==> config.mk <==
export PLATFORM = sky130hd
export DESIGN_NAME = scm_top
export DESIGN_NICKNAME = d
export VERILOG_FILES = /design/src/common/scm_pkg.sv /design/src/rtl/scm_tick.sv /design/src/rtl/scm_flag.sv /design/src/rtl/scm_top.sv
export VERILOG_INCLUDE_DIRS = /design/src /design/src/common
export SDC_FILE = /design/constraint.sdc
export NUM_CORES = 1
export LEC_CHECK = 0
export ABC_AREA = 1
export BUFFER_PORTS_ARGS = -buffer_cell sky130_fd_sc_hd__buf_2
export CAP_MARGIN = 20
export CORE_ASPECT_RATIO = 0.8
export CORE_MARGIN = 4
export CORE_UTILIZATION = 50
export DETAILED_ROUTE_END_ITERATION = 6
export GPL_TIMING_DRIVEN = 0
export PLACE_DENSITY = 0.76
export SYNTH_ARGS = -nofsm -noshare
export SYNTH_HDL_FRONTEND = slang
export SYNTH_SLANG_ARGS = --single-unit
==> constraint.sdc <==
create_clock -name clk_i -period 1.6 [get_ports clk_i]
set_clock_uncertainty 0.05 [all_clocks]
set_input_delay 0.24 -clock clk_i [delete_from_list [all_inputs] [get_ports clk_i]]
set_output_delay 0.24 -clock clk_i [all_outputs]
set_load 0.05 [all_outputs]
==> src/common/scm_consts.svh <==
// Constants of the supply control and monitor block
`ifndef SCM_CONSTS_SVH
`define SCM_CONSTS_SVH

`define SCM_CLK_MHZ 100
`define SCM_RST_TIME_US 1000
`define SCM_RST_CYCLES (`SCM_RST_TIME_US * `SCM_CLK_MHZ)
`define SCM_RST_CNT_W 17
`define SCM_CY_BASE_MS 32
`define SCM_CY_CNT_W 9
`define SCM_CY_SEL_LONG 3'h7
`define SCM_CY_LONG_MS 8192
`define SCM_CY_ON_MS 1

// Interrupt source bit positions
`define SCM_IRQ_W 8
`define SCM_IRQ_BAT_LOW 0
`define SCM_IRQ_BAT_HIGH 1
`define SCM_IRQ_MCU_WARN 2
`define SCM_IRQ_MCU_SHUT 3
`define SCM_IRQ_PER_WARN 4
`define SCM_IRQ_PER_UV 5
`define SCM_IRQ_WAKE 6
`define SCM_IRQ_SW_OT 7

`define SCM_IEN_RESET 8'h00

`endif

==> src/common/scm_pkg.sv <==
// Types of the supply control and monitor block
package scm_pkg;

    typedef enum logic [2:0] {
        SCM_NORMAL_REQ = 3'h0,
        SCM_NORMAL = 3'h1,
        SCM_STANDBY = 3'h2,
        SCM_SLEEP = 3'h3,
        SCM_EMERGENCY = 3'h4
    } scm_mode_e;

    // Analog comparator outputs, all active high
    typedef struct packed {
        logic bat_present;
        logic bat_low;
        logic bat_high;
        logic mcu_uv;
        logic mcu_warn;
        logic mcu_shut;
        logic per_uv;
        logic per_warn;
        logic per_shut;
        logic sw_warn;
        logic sw_shut;
    } scm_analog_s;

    // Software configuration
    typedef struct packed {
        logic mode_wr;
        scm_mode_e mode;
        logic per_enable_wr;
        logic sw_normal_on;
        logic sw_standby_on;
        logic sw_sleep_cyclic;
        logic [2:0] cyclic_sel;
        logic [2:0] wake_en;
    } scm_cfg_s;

    // Status flags seen at the flags_o output
    typedef struct packed {
        logic mcu_uv_reset;
        logic mcu_warn;
        logic mcu_shut;
        logic per_warn;
        logic per_shut;
        logic per_uv;
        logic bat_low;
        logic bat_high;
        logic sw_ot;
        logic wake;
    } scm_flags_s;

endpackage

==> src/rtl/scm_tick.sv <==
// Millisecond tick divider from the system clock
`timescale 1ns/1ps
`default_nettype none
`include "scm_consts.svh"
module scm_tick (
    // Clock and reset
    input wire logic clk_i,
    input wire logic sys_rst_i,
    // Tick
    output logic tick_o
);
    localparam int Div = `SCM_CLK_MHZ * 1000;
    logic [16:0] cnt_reg;
    logic [16:0] cnt_next;

    always_comb begin
        cnt_next = cnt_reg + 17'h00001;
        if (cnt_reg == 17'(Div - 1)) begin
            cnt_next = 17'h00000;
        end
    end

    always_ff @(posedge clk_i) begin
        if (sys_rst_i) begin
            cnt_reg <= 17'h00000;
            tick_o <= 1'b0;
        end else begin
            cnt_reg <= cnt_next;
            tick_o <= (cnt_reg == 17'(Div - 1));
        end
    end
endmodule
`default_nettype wire

==> src/rtl/scm_flag.sv <==
// Sticky status flag, set wins over clear
`timescale 1ns/1ps
`default_nettype none
module scm_flag (
    // Clock and reset
    input wire logic clk_i,
    input wire logic sys_rst_i,
    // Set and clear
    input wire logic set_i,
    input wire logic clr_i,
    // Flag
    output logic flag_o
);
    always_ff @(posedge clk_i) begin
        if (sys_rst_i) begin
            flag_o <= 1'b0;
        end else if (set_i) begin
            flag_o <= 1'b1;
        end else if (clr_i) begin
            flag_o <= 1'b0;
        end
    end
endmodule
`default_nettype wire

==> src/rtl/scm_top.sv <==
// Supply control and monitor: modes, regulators, reset and interrupt lines
`timescale 1ns/1ps
`default_nettype none
`include "scm_consts.svh"
module scm_top (
    // Clock and reset
    input wire logic clk_i,
    input wire logic sys_rst_i,
    // Analog comparators
    input wire scm_pkg::scm_analog_s analog_i,
    // Wake inputs
    input wire logic [2:0] wake_inputs_i,
    // Reset line, open drain
    input wire logic mcu_rst_n_i,
    output logic mcu_rst_n_o,
    output logic mcu_rst_n_oe_o,
    // Software configuration
    input wire scm_pkg::scm_cfg_s cfg_i,
    input wire logic ien_wr_i,
    input wire logic [`SCM_IRQ_W-1:0] ien_data_i,
    input wire scm_pkg::scm_flags_s flag_clr_i,
    // Status
    output scm_pkg::scm_flags_s flags_o,
    output scm_pkg::scm_mode_e mode_o,
    output logic [2:0] wake_level_o,
    output logic [`SCM_IRQ_W-1:0] interrupt_enable_reg_o,
    // Interrupt line, active low
    output logic irq_line_n_o,
    // Supply enables
    output logic mcu_regulator_en_o,
    output logic peripheral_regulator_en_o,
    output logic battery_switch_en_o
);
    import scm_pkg::*;

    typedef struct packed {
        scm_mode_e mode;
        logic [`SCM_RST_CNT_W-1:0] rst_cnt;
        logic rst_drive;
        logic ext_rst_seen;
        logic mcu_uv_d;
        logic mcu_shut_latch;
        logic per_shut_latch;
        logic per_sw_en;
        logic sw_ot_latch;
        logic [13:0] cy_cnt;
        logic [2:0] wake_d;
        logic [`SCM_IRQ_W-1:0] ien;
        logic irq_n;
        logic mcu_en;
        logic per_en;
        logic sw_en;
        logic [2:0] wake_lvl;
    } scm_state_s;

    scm_state_s st_reg;
    scm_state_s st_next;
    logic ms_tick;
    logic wake_evt;
    scm_flags_s fl_set;
    scm_flags_s fl_q;
    logic [13:0] cy_period;
    logic [`SCM_IRQ_W-1:0] pend;
    logic mcu_on;
    logic per_on;
    logic sw_on;

    scm_tick u_tick (
        .clk_i(clk_i),
        .sys_rst_i(sys_rst_i),
        .tick_o(ms_tick)
    );

    // One sticky flag per status bit
    for (genvar i = 0; i < $bits(scm_flags_s); i++) begin : g_flag
        scm_flag u_flag (
            .clk_i(clk_i),
            .sys_rst_i(sys_rst_i),
            .set_i(fl_set[i]),
            .clr_i(flag_clr_i[i]),
            .flag_o(fl_q[i])
        );
    end

    // Period in ms: 32 << sel, last code is the long period
    always_comb begin
        if (cfg_i.cyclic_sel == `SCM_CY_SEL_LONG) begin
            cy_period = 14'(`SCM_CY_LONG_MS);
        end else begin
            cy_period = 14'(`SCM_CY_BASE_MS) << cfg_i.cyclic_sel;
        end
    end

    assign wake_evt = |((wake_inputs_i ^ st_reg.wake_d) & cfg_i.wake_en);

    always_comb begin
        fl_set = '0;
        fl_set.mcu_uv_reset = analog_i.mcu_uv & ~st_reg.mcu_uv_d;
        fl_set.mcu_warn = analog_i.mcu_warn;
        fl_set.mcu_shut = analog_i.mcu_shut;
        fl_set.per_warn = analog_i.per_warn;
        fl_set.per_shut = analog_i.per_shut;
        fl_set.per_uv = analog_i.per_uv;
        fl_set.bat_low = analog_i.bat_low;
        fl_set.bat_high = analog_i.bat_high;
        fl_set.sw_ot = analog_i.sw_shut;
        fl_set.wake = wake_evt && st_reg.mode == SCM_SLEEP;
    end

    // Pending sources in enable-register order
    always_comb begin
        pend = '0;
        pend[`SCM_IRQ_BAT_LOW] = fl_q.bat_low;
        pend[`SCM_IRQ_BAT_HIGH] = fl_q.bat_high;
        pend[`SCM_IRQ_MCU_WARN] = fl_q.mcu_warn;
        pend[`SCM_IRQ_MCU_SHUT] = fl_q.mcu_shut;
        pend[`SCM_IRQ_PER_WARN] = fl_q.per_warn;
        pend[`SCM_IRQ_PER_UV] = fl_q.per_uv;
        pend[`SCM_IRQ_WAKE] = fl_q.wake;
        pend[`SCM_IRQ_SW_OT] = fl_q.sw_ot;
    end

    always_comb begin
        st_next = st_reg;
        st_next.wake_d = wake_inputs_i;
        st_next.wake_lvl = wake_inputs_i;
        st_next.mcu_uv_d = analog_i.mcu_uv;
        if (ien_wr_i) begin
            st_next.ien = ien_data_i;
        end

        // Mode changes by software, wake from Sleep and battery loss
        if (cfg_i.mode_wr) begin
            st_next.mode = cfg_i.mode;
        end
        if (st_reg.mode == SCM_SLEEP && wake_evt) begin
            st_next.mode = SCM_NORMAL_REQ;
        end
        if (!analog_i.bat_present) begin
            st_next.mode = SCM_EMERGENCY;
        end

        // Reset pulse generator
        if (analog_i.mcu_uv && !st_reg.mcu_uv_d) begin
            st_next.rst_drive = 1'b1;
            st_next.rst_cnt = '0;
        end else if (st_reg.rst_drive) begin
            if (st_reg.rst_cnt == `SCM_RST_CNT_W'(`SCM_RST_CYCLES - 1)) begin
                st_next.rst_drive = 1'b0;
                st_next.mode = SCM_NORMAL_REQ;
            end else begin
                st_next.rst_cnt = st_reg.rst_cnt +
                    `SCM_RST_CNT_W'(1);
            end
        end

        // Partner-driven reset: line low while we do not pull it
        if (!st_reg.rst_drive && !mcu_rst_n_i) begin
            st_next.ext_rst_seen = 1'b1;
        end else if (st_reg.ext_rst_seen && mcu_rst_n_i) begin
            st_next.ext_rst_seen = 1'b0;
            st_next.mode = SCM_NORMAL_REQ;
        end

        // Thermal latches
        if (analog_i.mcu_shut) begin
            st_next.mcu_shut_latch = 1'b1;
        end else if (!analog_i.mcu_warn) begin
            st_next.mcu_shut_latch = 1'b0;
        end
        if (analog_i.per_shut) begin
            st_next.per_shut_latch = 1'b1;
            st_next.per_sw_en = 1'b0;
        end else if (cfg_i.per_enable_wr) begin
            st_next.per_shut_latch = 1'b0;
            st_next.per_sw_en = 1'b1;
        end
        if (analog_i.sw_shut) begin
            st_next.sw_ot_latch = 1'b1;
        end else if (!analog_i.sw_warn) begin
            st_next.sw_ot_latch = 1'b0;
        end

        // Cyclic sense counter in ms, reset outside Sleep
        if (st_reg.mode != SCM_SLEEP) begin
            st_next.cy_cnt = '0;
        end else if (ms_tick) begin
            if (st_reg.cy_cnt >= cy_period - 14'h0001) begin
                st_next.cy_cnt = '0;
            end else begin
                st_next.cy_cnt = st_reg.cy_cnt + 14'h0001;
            end
        end

        mcu_on = 1'b0;
        unique case (st_reg.mode)
            SCM_NORMAL_REQ, SCM_NORMAL, SCM_STANDBY: mcu_on = 1'b1;
            SCM_SLEEP, SCM_EMERGENCY: mcu_on = 1'b0;
            default: mcu_on = 1'b0;
        endcase
        if (st_reg.rst_drive) begin
            mcu_on = 1'b1;
        end
        if (st_reg.mcu_shut_latch || analog_i.mcu_shut ||
                !analog_i.bat_present) begin
            mcu_on = 1'b0;
        end

        per_on = st_reg.mode == SCM_NORMAL && st_reg.per_sw_en &&
            !st_reg.per_shut_latch && !analog_i.per_shut && mcu_on;

        sw_on = 1'b0;
        unique case (st_reg.mode)
            SCM_NORMAL: sw_on = cfg_i.sw_normal_on;
            SCM_STANDBY: sw_on = cfg_i.sw_standby_on;
            SCM_SLEEP: sw_on = cfg_i.sw_sleep_cyclic &&
                st_reg.cy_cnt < 14'(`SCM_CY_ON_MS);
            SCM_NORMAL_REQ, SCM_EMERGENCY: sw_on = 1'b0;
            default: sw_on = 1'b0;
        endcase
        // Sleep keeps the switch alive off the battery only
        if (st_reg.mode != SCM_SLEEP && !mcu_on) begin
            sw_on = 1'b0;
        end
        if (st_reg.per_shut_latch || st_reg.sw_ot_latch ||
                analog_i.sw_shut) begin
            sw_on = 1'b0;
        end

        st_next.mcu_en = mcu_on;
        st_next.per_en = per_on;
        st_next.sw_en = sw_on;
        st_next.irq_n = ~|(pend & st_reg.ien);
    end

    always_ff @(posedge clk_i) begin
        if (sys_rst_i) begin
            st_reg <= '0;
            st_reg.mode <= SCM_NORMAL_REQ;
            st_reg.rst_drive <= 1'b1;
            st_reg.ien <= `SCM_IEN_RESET;
            st_reg.irq_n <= 1'b1;
            st_reg.mcu_en <= 1'b1;
            st_reg.mcu_uv_d <= 1'b1;
        end else begin
            st_reg <= st_next;
        end
    end

    // Flags sit in flip-flops inside the flag cells
    assign flags_o = fl_q;
    assign mode_o = st_reg.mode;
    assign wake_level_o = st_reg.wake_lvl;
    assign interrupt_enable_reg_o = st_reg.ien;
    assign irq_line_n_o = st_reg.irq_n;
    assign mcu_rst_n_o = 1'b0;
    assign mcu_rst_n_oe_o = st_reg.rst_drive;
    assign mcu_regulator_en_o = st_reg.mcu_en;
    assign peripheral_regulator_en_o = st_reg.per_en;
    assign battery_switch_en_o = st_reg.sw_en;
endmodule
`default_nettype wire

### After elaboration in Yosys (flattened, before gate mapping)

Cells that the tools add are included.

| storage, ports and cells | value |
|---|---|
| input port bits | 50 |
| logic and storage cells | 138 |
| register bits after elaboration | 84 |
| output and inout port bits | 30 |

| cells by class | value |
|---|---|
| reduce and logical (&&, ||, !) cells | 44 |
| $lt $le $gt $ge | 2 |
| equal/unequal tests | 9 |
| bitwise logic cells | 6 |
| shift operators | 1 |
| add/sub/neg operators | 4 |
| multiplexer cells | 44 |

Operator list:

| cell | count |
|---|---|
| adder 17 x 1 -> 17 bit (second input constant) | 2 |
| == test 17 bit (second input constant) | 2 |
| 2-to-1 mux 1 bit | 30 |
| 2-to-1 mux 14 bit | 2 |
| nonzero test 2 bit | 12 |
| 2-to-1 mux 21 bit | 1 |
| 2-to-1 mux 3 bit | 7 |
| 2-to-1 mux 17 bit | 1 |
| adder 14 x 1 -> 14 bit (second input constant) | 1 |
| greater-or-equal comparator 14 bit | 1 |
| less-than comparator 14 x 1 -> 1 bit (second input constant) | 1 |
| left shift 6 x 3 -> 14 bit (first input constant) | 1 |
| subtractor 14 x 1 -> 14 bit (second input constant) | 1 |
| logical AND 1 bit | 10 |
| OR reduction 3 bit | 3 |
| bitwise AND 8 bit | 1 |
| zero test 1 bit | 8 |
| OR reduction 2 bit | 4 |
| OR reduction 8 bit | 1 |
| == test 3 x 2 -> 1 bit (second input constant) | 2 |
| logical OR 1 bit | 4 |
| 2-to-1 mux 2 bit | 2 |
| != test 2 bit (second input constant) | 2 |
| bitwise AND 3 bit | 1 |
| 9 further kinds | 10 |

### Logic depth before layout (Yosys ltp)

| logic depth | value |
|---|---|
| depth in word-level cells | 11 |
| gate-level depth with buffers | 13 |
| depth with buffers taken out | 11 |

### Modules after synthesis

From an unflattened synthesis, not the netlist that was laid out.

| second synthesis, totals | value |
|---|---|
| cells, all modules | 650 |
| area, all modules | 4461.8 um^2 |

By module, submodules not included:

| module | sequential area each (um^2) | times used | cells each | area each (um^2) |
|---|---|---|---|---|
| scm_top | 1121.1 | 1 | 459 | 3093.0 |
| scm_tick | 360.3 | 1 | 141 | 968.4 |
| scm_flag | 20.0 | 10 | 5 | 40.0 |

### Least setup slack after synthesis

OpenSTA, ideal clock, no wires.

| timing | value |
|---|---|
| path type | input to register |
| from | in cfg_i[5] (netlist name) |
| to | reg st_reg[31] (netlist name) |
| library setup time | 0.064 ns |
| data required time | 1.486 ns |
| path buffers | 2 |
| path slack | -0.096 ns |
| arrival time | 1.582 ns |
| stages | 11 |
| cell sequence | clkbuf_1 -> o21ai_0 -> ha_1 -> a21oi_1 -> nand2_1 -> nand2_1 -> nand3_1 -> nand2_1 -> nand2_1 -> buf_4 -> nor2_1 |

| on the way | value |
|---|---|
| word-level cells in the longest chain between the ends | 5 |
| elaborated cells between the ends (all ways) | 6 |
| those cells by class | 1 x add/sub; 1 x order compare; 1 x eq/ne; 1 x shift; 2 x mux |

Ends and longest elaborated chain:

| what | line | RTL |
|---|---|---|
| start, declared | scm_top.sv:18 | `input wire scm_pkg::scm_cfg_s cfg_i,` |
| left shift 6 x 3 -> 14 bit or == test 3 bit (tied branches) | - |  |
| 2-to-1 mux 14 bit * | scm_top.sv:87 | `` if (cfg_i.cyclic_sel == `SCM_CY_SEL_LONG) begin `` |
| subtractor 14 x 1 -> 14 bit * | scm_top.sv:188 | `if (st_reg.cy_cnt >= cy_period - 14'h0001) begin` |
| greater-or-equal comparator 14 bit * | scm_top.sv:188 |  |
| 2-to-1 mux 14 bit * | scm_top.sv:188 |  |
| end signal, assigned | scm_top.sv:246 | `st_reg <= st_next;` |
| end, declared | scm_top.sv:56 | `scm_state_s st_reg;` |

Every way passes the cells marked *; elsewhere a longest branch is shown, timed or not.
A chain may end at the register's enable or synchronous reset.

### Worst setup path in the final report

| timing | value |
|---|---|
| from | reg st_reg[25] (netlist name) |
| to | reg st_reg[21] (netlist name) |

| on the way | value |
|---|---|
| word-level cells in the longest chain between the ends | 2 |

Ends and longest elaborated chain:

| what | line |
|---|---|
| greater-or-equal comparator 14 bit | scm_top.sv:188 |
| 2-to-1 mux 14 bit | scm_top.sv:188 |

No other way between the ends.

==> results.py <==
metrics = {
    "setup_path": {
        "rrSetupSlack_ns": 0.05,
        "critPathMostFrequentCell": "nand2_1",
        "reg2reg_from": "st_reg[25]$_SDFFE_PP0P_",
        "slowest_delay_ns": 0.37,
        "critical_path_buf_inv_count": 1,
        "reg2reg_depth": 11,
        "crit_fanout": 5,
        "cpMaxStageDelayCell": "dfxtp_4",
        "crit_arrival_ns": 1.80,
        "cpLargestDelayFamily": "simple AND/OR/NAND/NOR gates",
        "cp_cell_sequence": "ha_4 > nand2_1 > nand2_1 > nand2_1 > nand2_1 > nand2_1 > nand3_2 > nand2_2 > nand2_4 > buf_6 > nor2_1",
        "worstPathRequired_ns": 1.85,
        "endpoint_kind": "flop",
        "timing.rr.end": "st_reg[21]$_SDFFE_PP0P_",
        "worstSetupStartpointType": "flop",
        "crit_type": "reg2reg",
    },
    "sta": {
        "slew_headroom_pct": 58.8,
        "finalWorstSetupSlack_ns": 0.0453,
        "slew_viol_final": 0,
        "whs_ns": 0.0234,
        "finalHoldViolCount": 0,
        "worstMarginPinSlew_ns": 0.618,
        "setup-violations-final": 0,
        "fin_tns_setup_ns": 0,
        "fmax_ghz": 0.643,
        "finalWorstPathRequiredPeriod_ns": 1.55,
        "fin_crit_sh_pct": 97.2,
    },
    "route": {
        "vias": 4391,
        "drtIter0Drc": 279,
        "post_drt_wl_per_cell_um": 13.1,
        "ant_nets": 0,
        "wirelength_um": 11200,
        "via_per_inst": 5.12,
        "drc": 0,
        "first_pass_iters": 5,
    },
    "floorplan": {
        "boundaryPins": 80,
        "fp.dieW_um": 113,
        "floorplan.initialDensity_pct": 51.7,
        "coreArea_um2": 8560,
        "die_h_um": 92.1,
        "dieArea_um2": 10400,
        "row_count": 30,
    },
    "grt": {
        "antenna_found_initial": 0,
        "grt_pass1_vias": 4024,
        "grt_usage_pct": 20.8,
        "grt_max_degree": 15,
        "grt_pass1_wl_um": 17900,
        "overflow": 0,
    },
    "worst_hold_path": {
        "hold_depth": 2,
        "whs_endpoint": "mode_o[2]$_SDFF_PP0_",
        "hold_path_class": "in2reg",
        "min-delay-start": "analog_i[10]",
    },
    "logic_synthesis": {
        "synth_seq_area_share_pct": 38.0,
        "synthMuxAreaShare_pct": 0,
        "yosys.area_share.simple_pct": 33.0,
        "netlist_area_um2": 4420,
        "synth-compound-area-share_pct": 8.04,
        "syn_nets": 703,
        "synth_top_family_by_area": "simple AND/OR/NAND/NOR gates",
        "synth_area_per_cell_um2": 6.91,
        "synth_cell_types": 36,
        "yosys.area_share.adder_pct": 3.68,
        "synth_flop_cell": "dfxtp_1",
        "synth_seq_cells": 84,
        "async_flop_share_pct": 0,
        "syn_inst": 640,
        "synth_xor_area_share_pct": 4.95,
        "synth_edf_count": 0,
        "yosysWarnings": 0,
    },
    "clock_tree": {
        "cts_tree": "done",
        "cts_buffers": 9,
        "clockBufferDepth": 2,
        "cts_max_level": 3,
        "clock_sink_count": 84,
        "clk_latency_ns": 0.37,
        "clk_pin_slew_worst_paths_ns": 0.09,
        "root_buffer": "clkbuf_8",
    },
    "pwr": {
        "p_leak_nw": 2.43,
        "power_density_nw_per_um2": 743,
        "ir_drop_v": 0.000450,
    },
    "placement": {
        "place_worst_setup_slack_ns": -0.180,
        "port_buffers": 77,
        "gp_congestion": 0.880,
        "hpwl_um": 7860,
    },
    "layout": {
        "largest_reg_flops": 37,
        "layout_common_cells": "nand2_1, nor2_1, buf_2",
        "layout-drive-gt1-share_pct": 27.1,
        "nNetsFinal": 804,
        "antenna_cells": 0,
        "fillers": 730,
        "area_growth_pct": 25.3,
        "mostFrequentLayoutCell": "nand2_1",
    },
    "outcome": {
        "status": "complete, no violations",
    },
    "run": {
        "maxCapViolCount": 0,
    },
}
-- routing by layer --
| metal | vias to the layer above | share of wire, % | GRT usage [%] |
|---|---|---|---|
| met3 | 29 | 7.5 | 6.79 |
| met4 | 0 | 2.1 | 3.30 |
| met5 | - | 0 | 0 |
| li1 | 2200 | - | - |
| met1 | 1989 | 42 | 25.9 |
| met2 | 173 | 48 | 35.7 |
-- stage by stage --
step / power [W] / area (um^2) / std cells / util (%)
after floorplan: 0.00257 / 4430 / 640 / -
after global placement: 0.00272 / 4960 / 829 / 57.9
after detailed placement: 0.00273 / 4960 / 829 / 57.9
after CTS: 0.00413 / 5240 / 849 / 61.2
after global routing: 0.00429 / 5540 / 857 / 64.8
final: 0.00412 / 5540 / 857 / 64.8
-- power by group --
part | total, W | internal [W] | switching (W) | leakage (nW)
clock network | 0.00141 | 0.000603 | 0.000806 | 0.0848
registers | 0.00219 | 0.00214 | 0.0000477 | 0.694
logic | 0.000522 | 0.000198 | 0.000325 | 1.65
-- what timing repair did --
action / CTS / global route
cloned: 1 / 1
setup endpoints to repair: 39 / 46
setup buffers: 1 / 7
pin swaps: 1 / 14
resized for setup: 17 / 54
hold endpoints to repair: 3 / 0
hold buffers: 3 / 0
-- final cells by class --
class	count	area, um^2	share of cell area (%)
buffer	36	277	4.99
sequential	84	1720	31.0
inverter	75	284	5.13
clock inverter	5	37.5	0.677
clock buffer	10	138	2.48
tap	112	140	2.53
multi-input combinational	446	2450	44.2
timing repair buffer	89	499	9.01
-- worst register-to-register path, delay by kind of cell, from the launching register on --
kind	cells	cell delay, ns
AND/OR/NAND/NOR	9	0.69
flip-flops	1	0.37
adder cells (fa/ha/maj)	1	0.24
buffers and inverters	1	0.15
-- worst max-delay path by stage --
stage	from	endpoint	slack, ns	depth (start not counted)
finish	st_reg[25]$_SDFFE_PP0P_	st_reg[21]$_SDFFE_PP0P_	0.05	11
floorplan	mcu_rst_n_oe_o$_SDFF_PP1_	st_reg[52]$_SDFFE_PP0P_	0.002	5
detailed placement	cfg_i[3]	st_reg[31]$_SDFFE_PP0P_	-0.18	11
global placement	cfg_i[3]	st_reg[31]$_SDFFE_PP0P_	-0.14	13
global route	st_reg[18]$_SDFFE_PP0P_	st_reg[30]$_SDFFE_PP0P_	-0.06	11
CTS	st_reg[29]$_SDFFE_PP0P_	st_reg[20]$_SDFFE_PP0P_	0.01	9
-- cell families after synthesis --
family | count (synthesis)
AOI/OAI and AO/OA | 67
DFF | 84
xor gates and xnor gates | 25
other | 2
buffers and inverters | 111
adders and majority gates | 13
and+or+nand+nor | 338
-- synthesized netlist by cell type (4+ instances only) --
cell       n  area (um^2)
a21oi_1   40          200
buf_4     27          203
or2_2      4         25.0
xnor2_1    7         61.3
o21ai_0   19         95.1
nor2_1   102          383
nand3_1   44          220
xor2_1    18          158
dfxtp_1   84         1680
ha_1      13          163
nor2_2     5         31.3
inv_1     73          274
nor3_1    12         60.1
nand2_1  145          544
nand4_1   13         81.3
No activity file was read; power rests on OpenSTA's default activity.
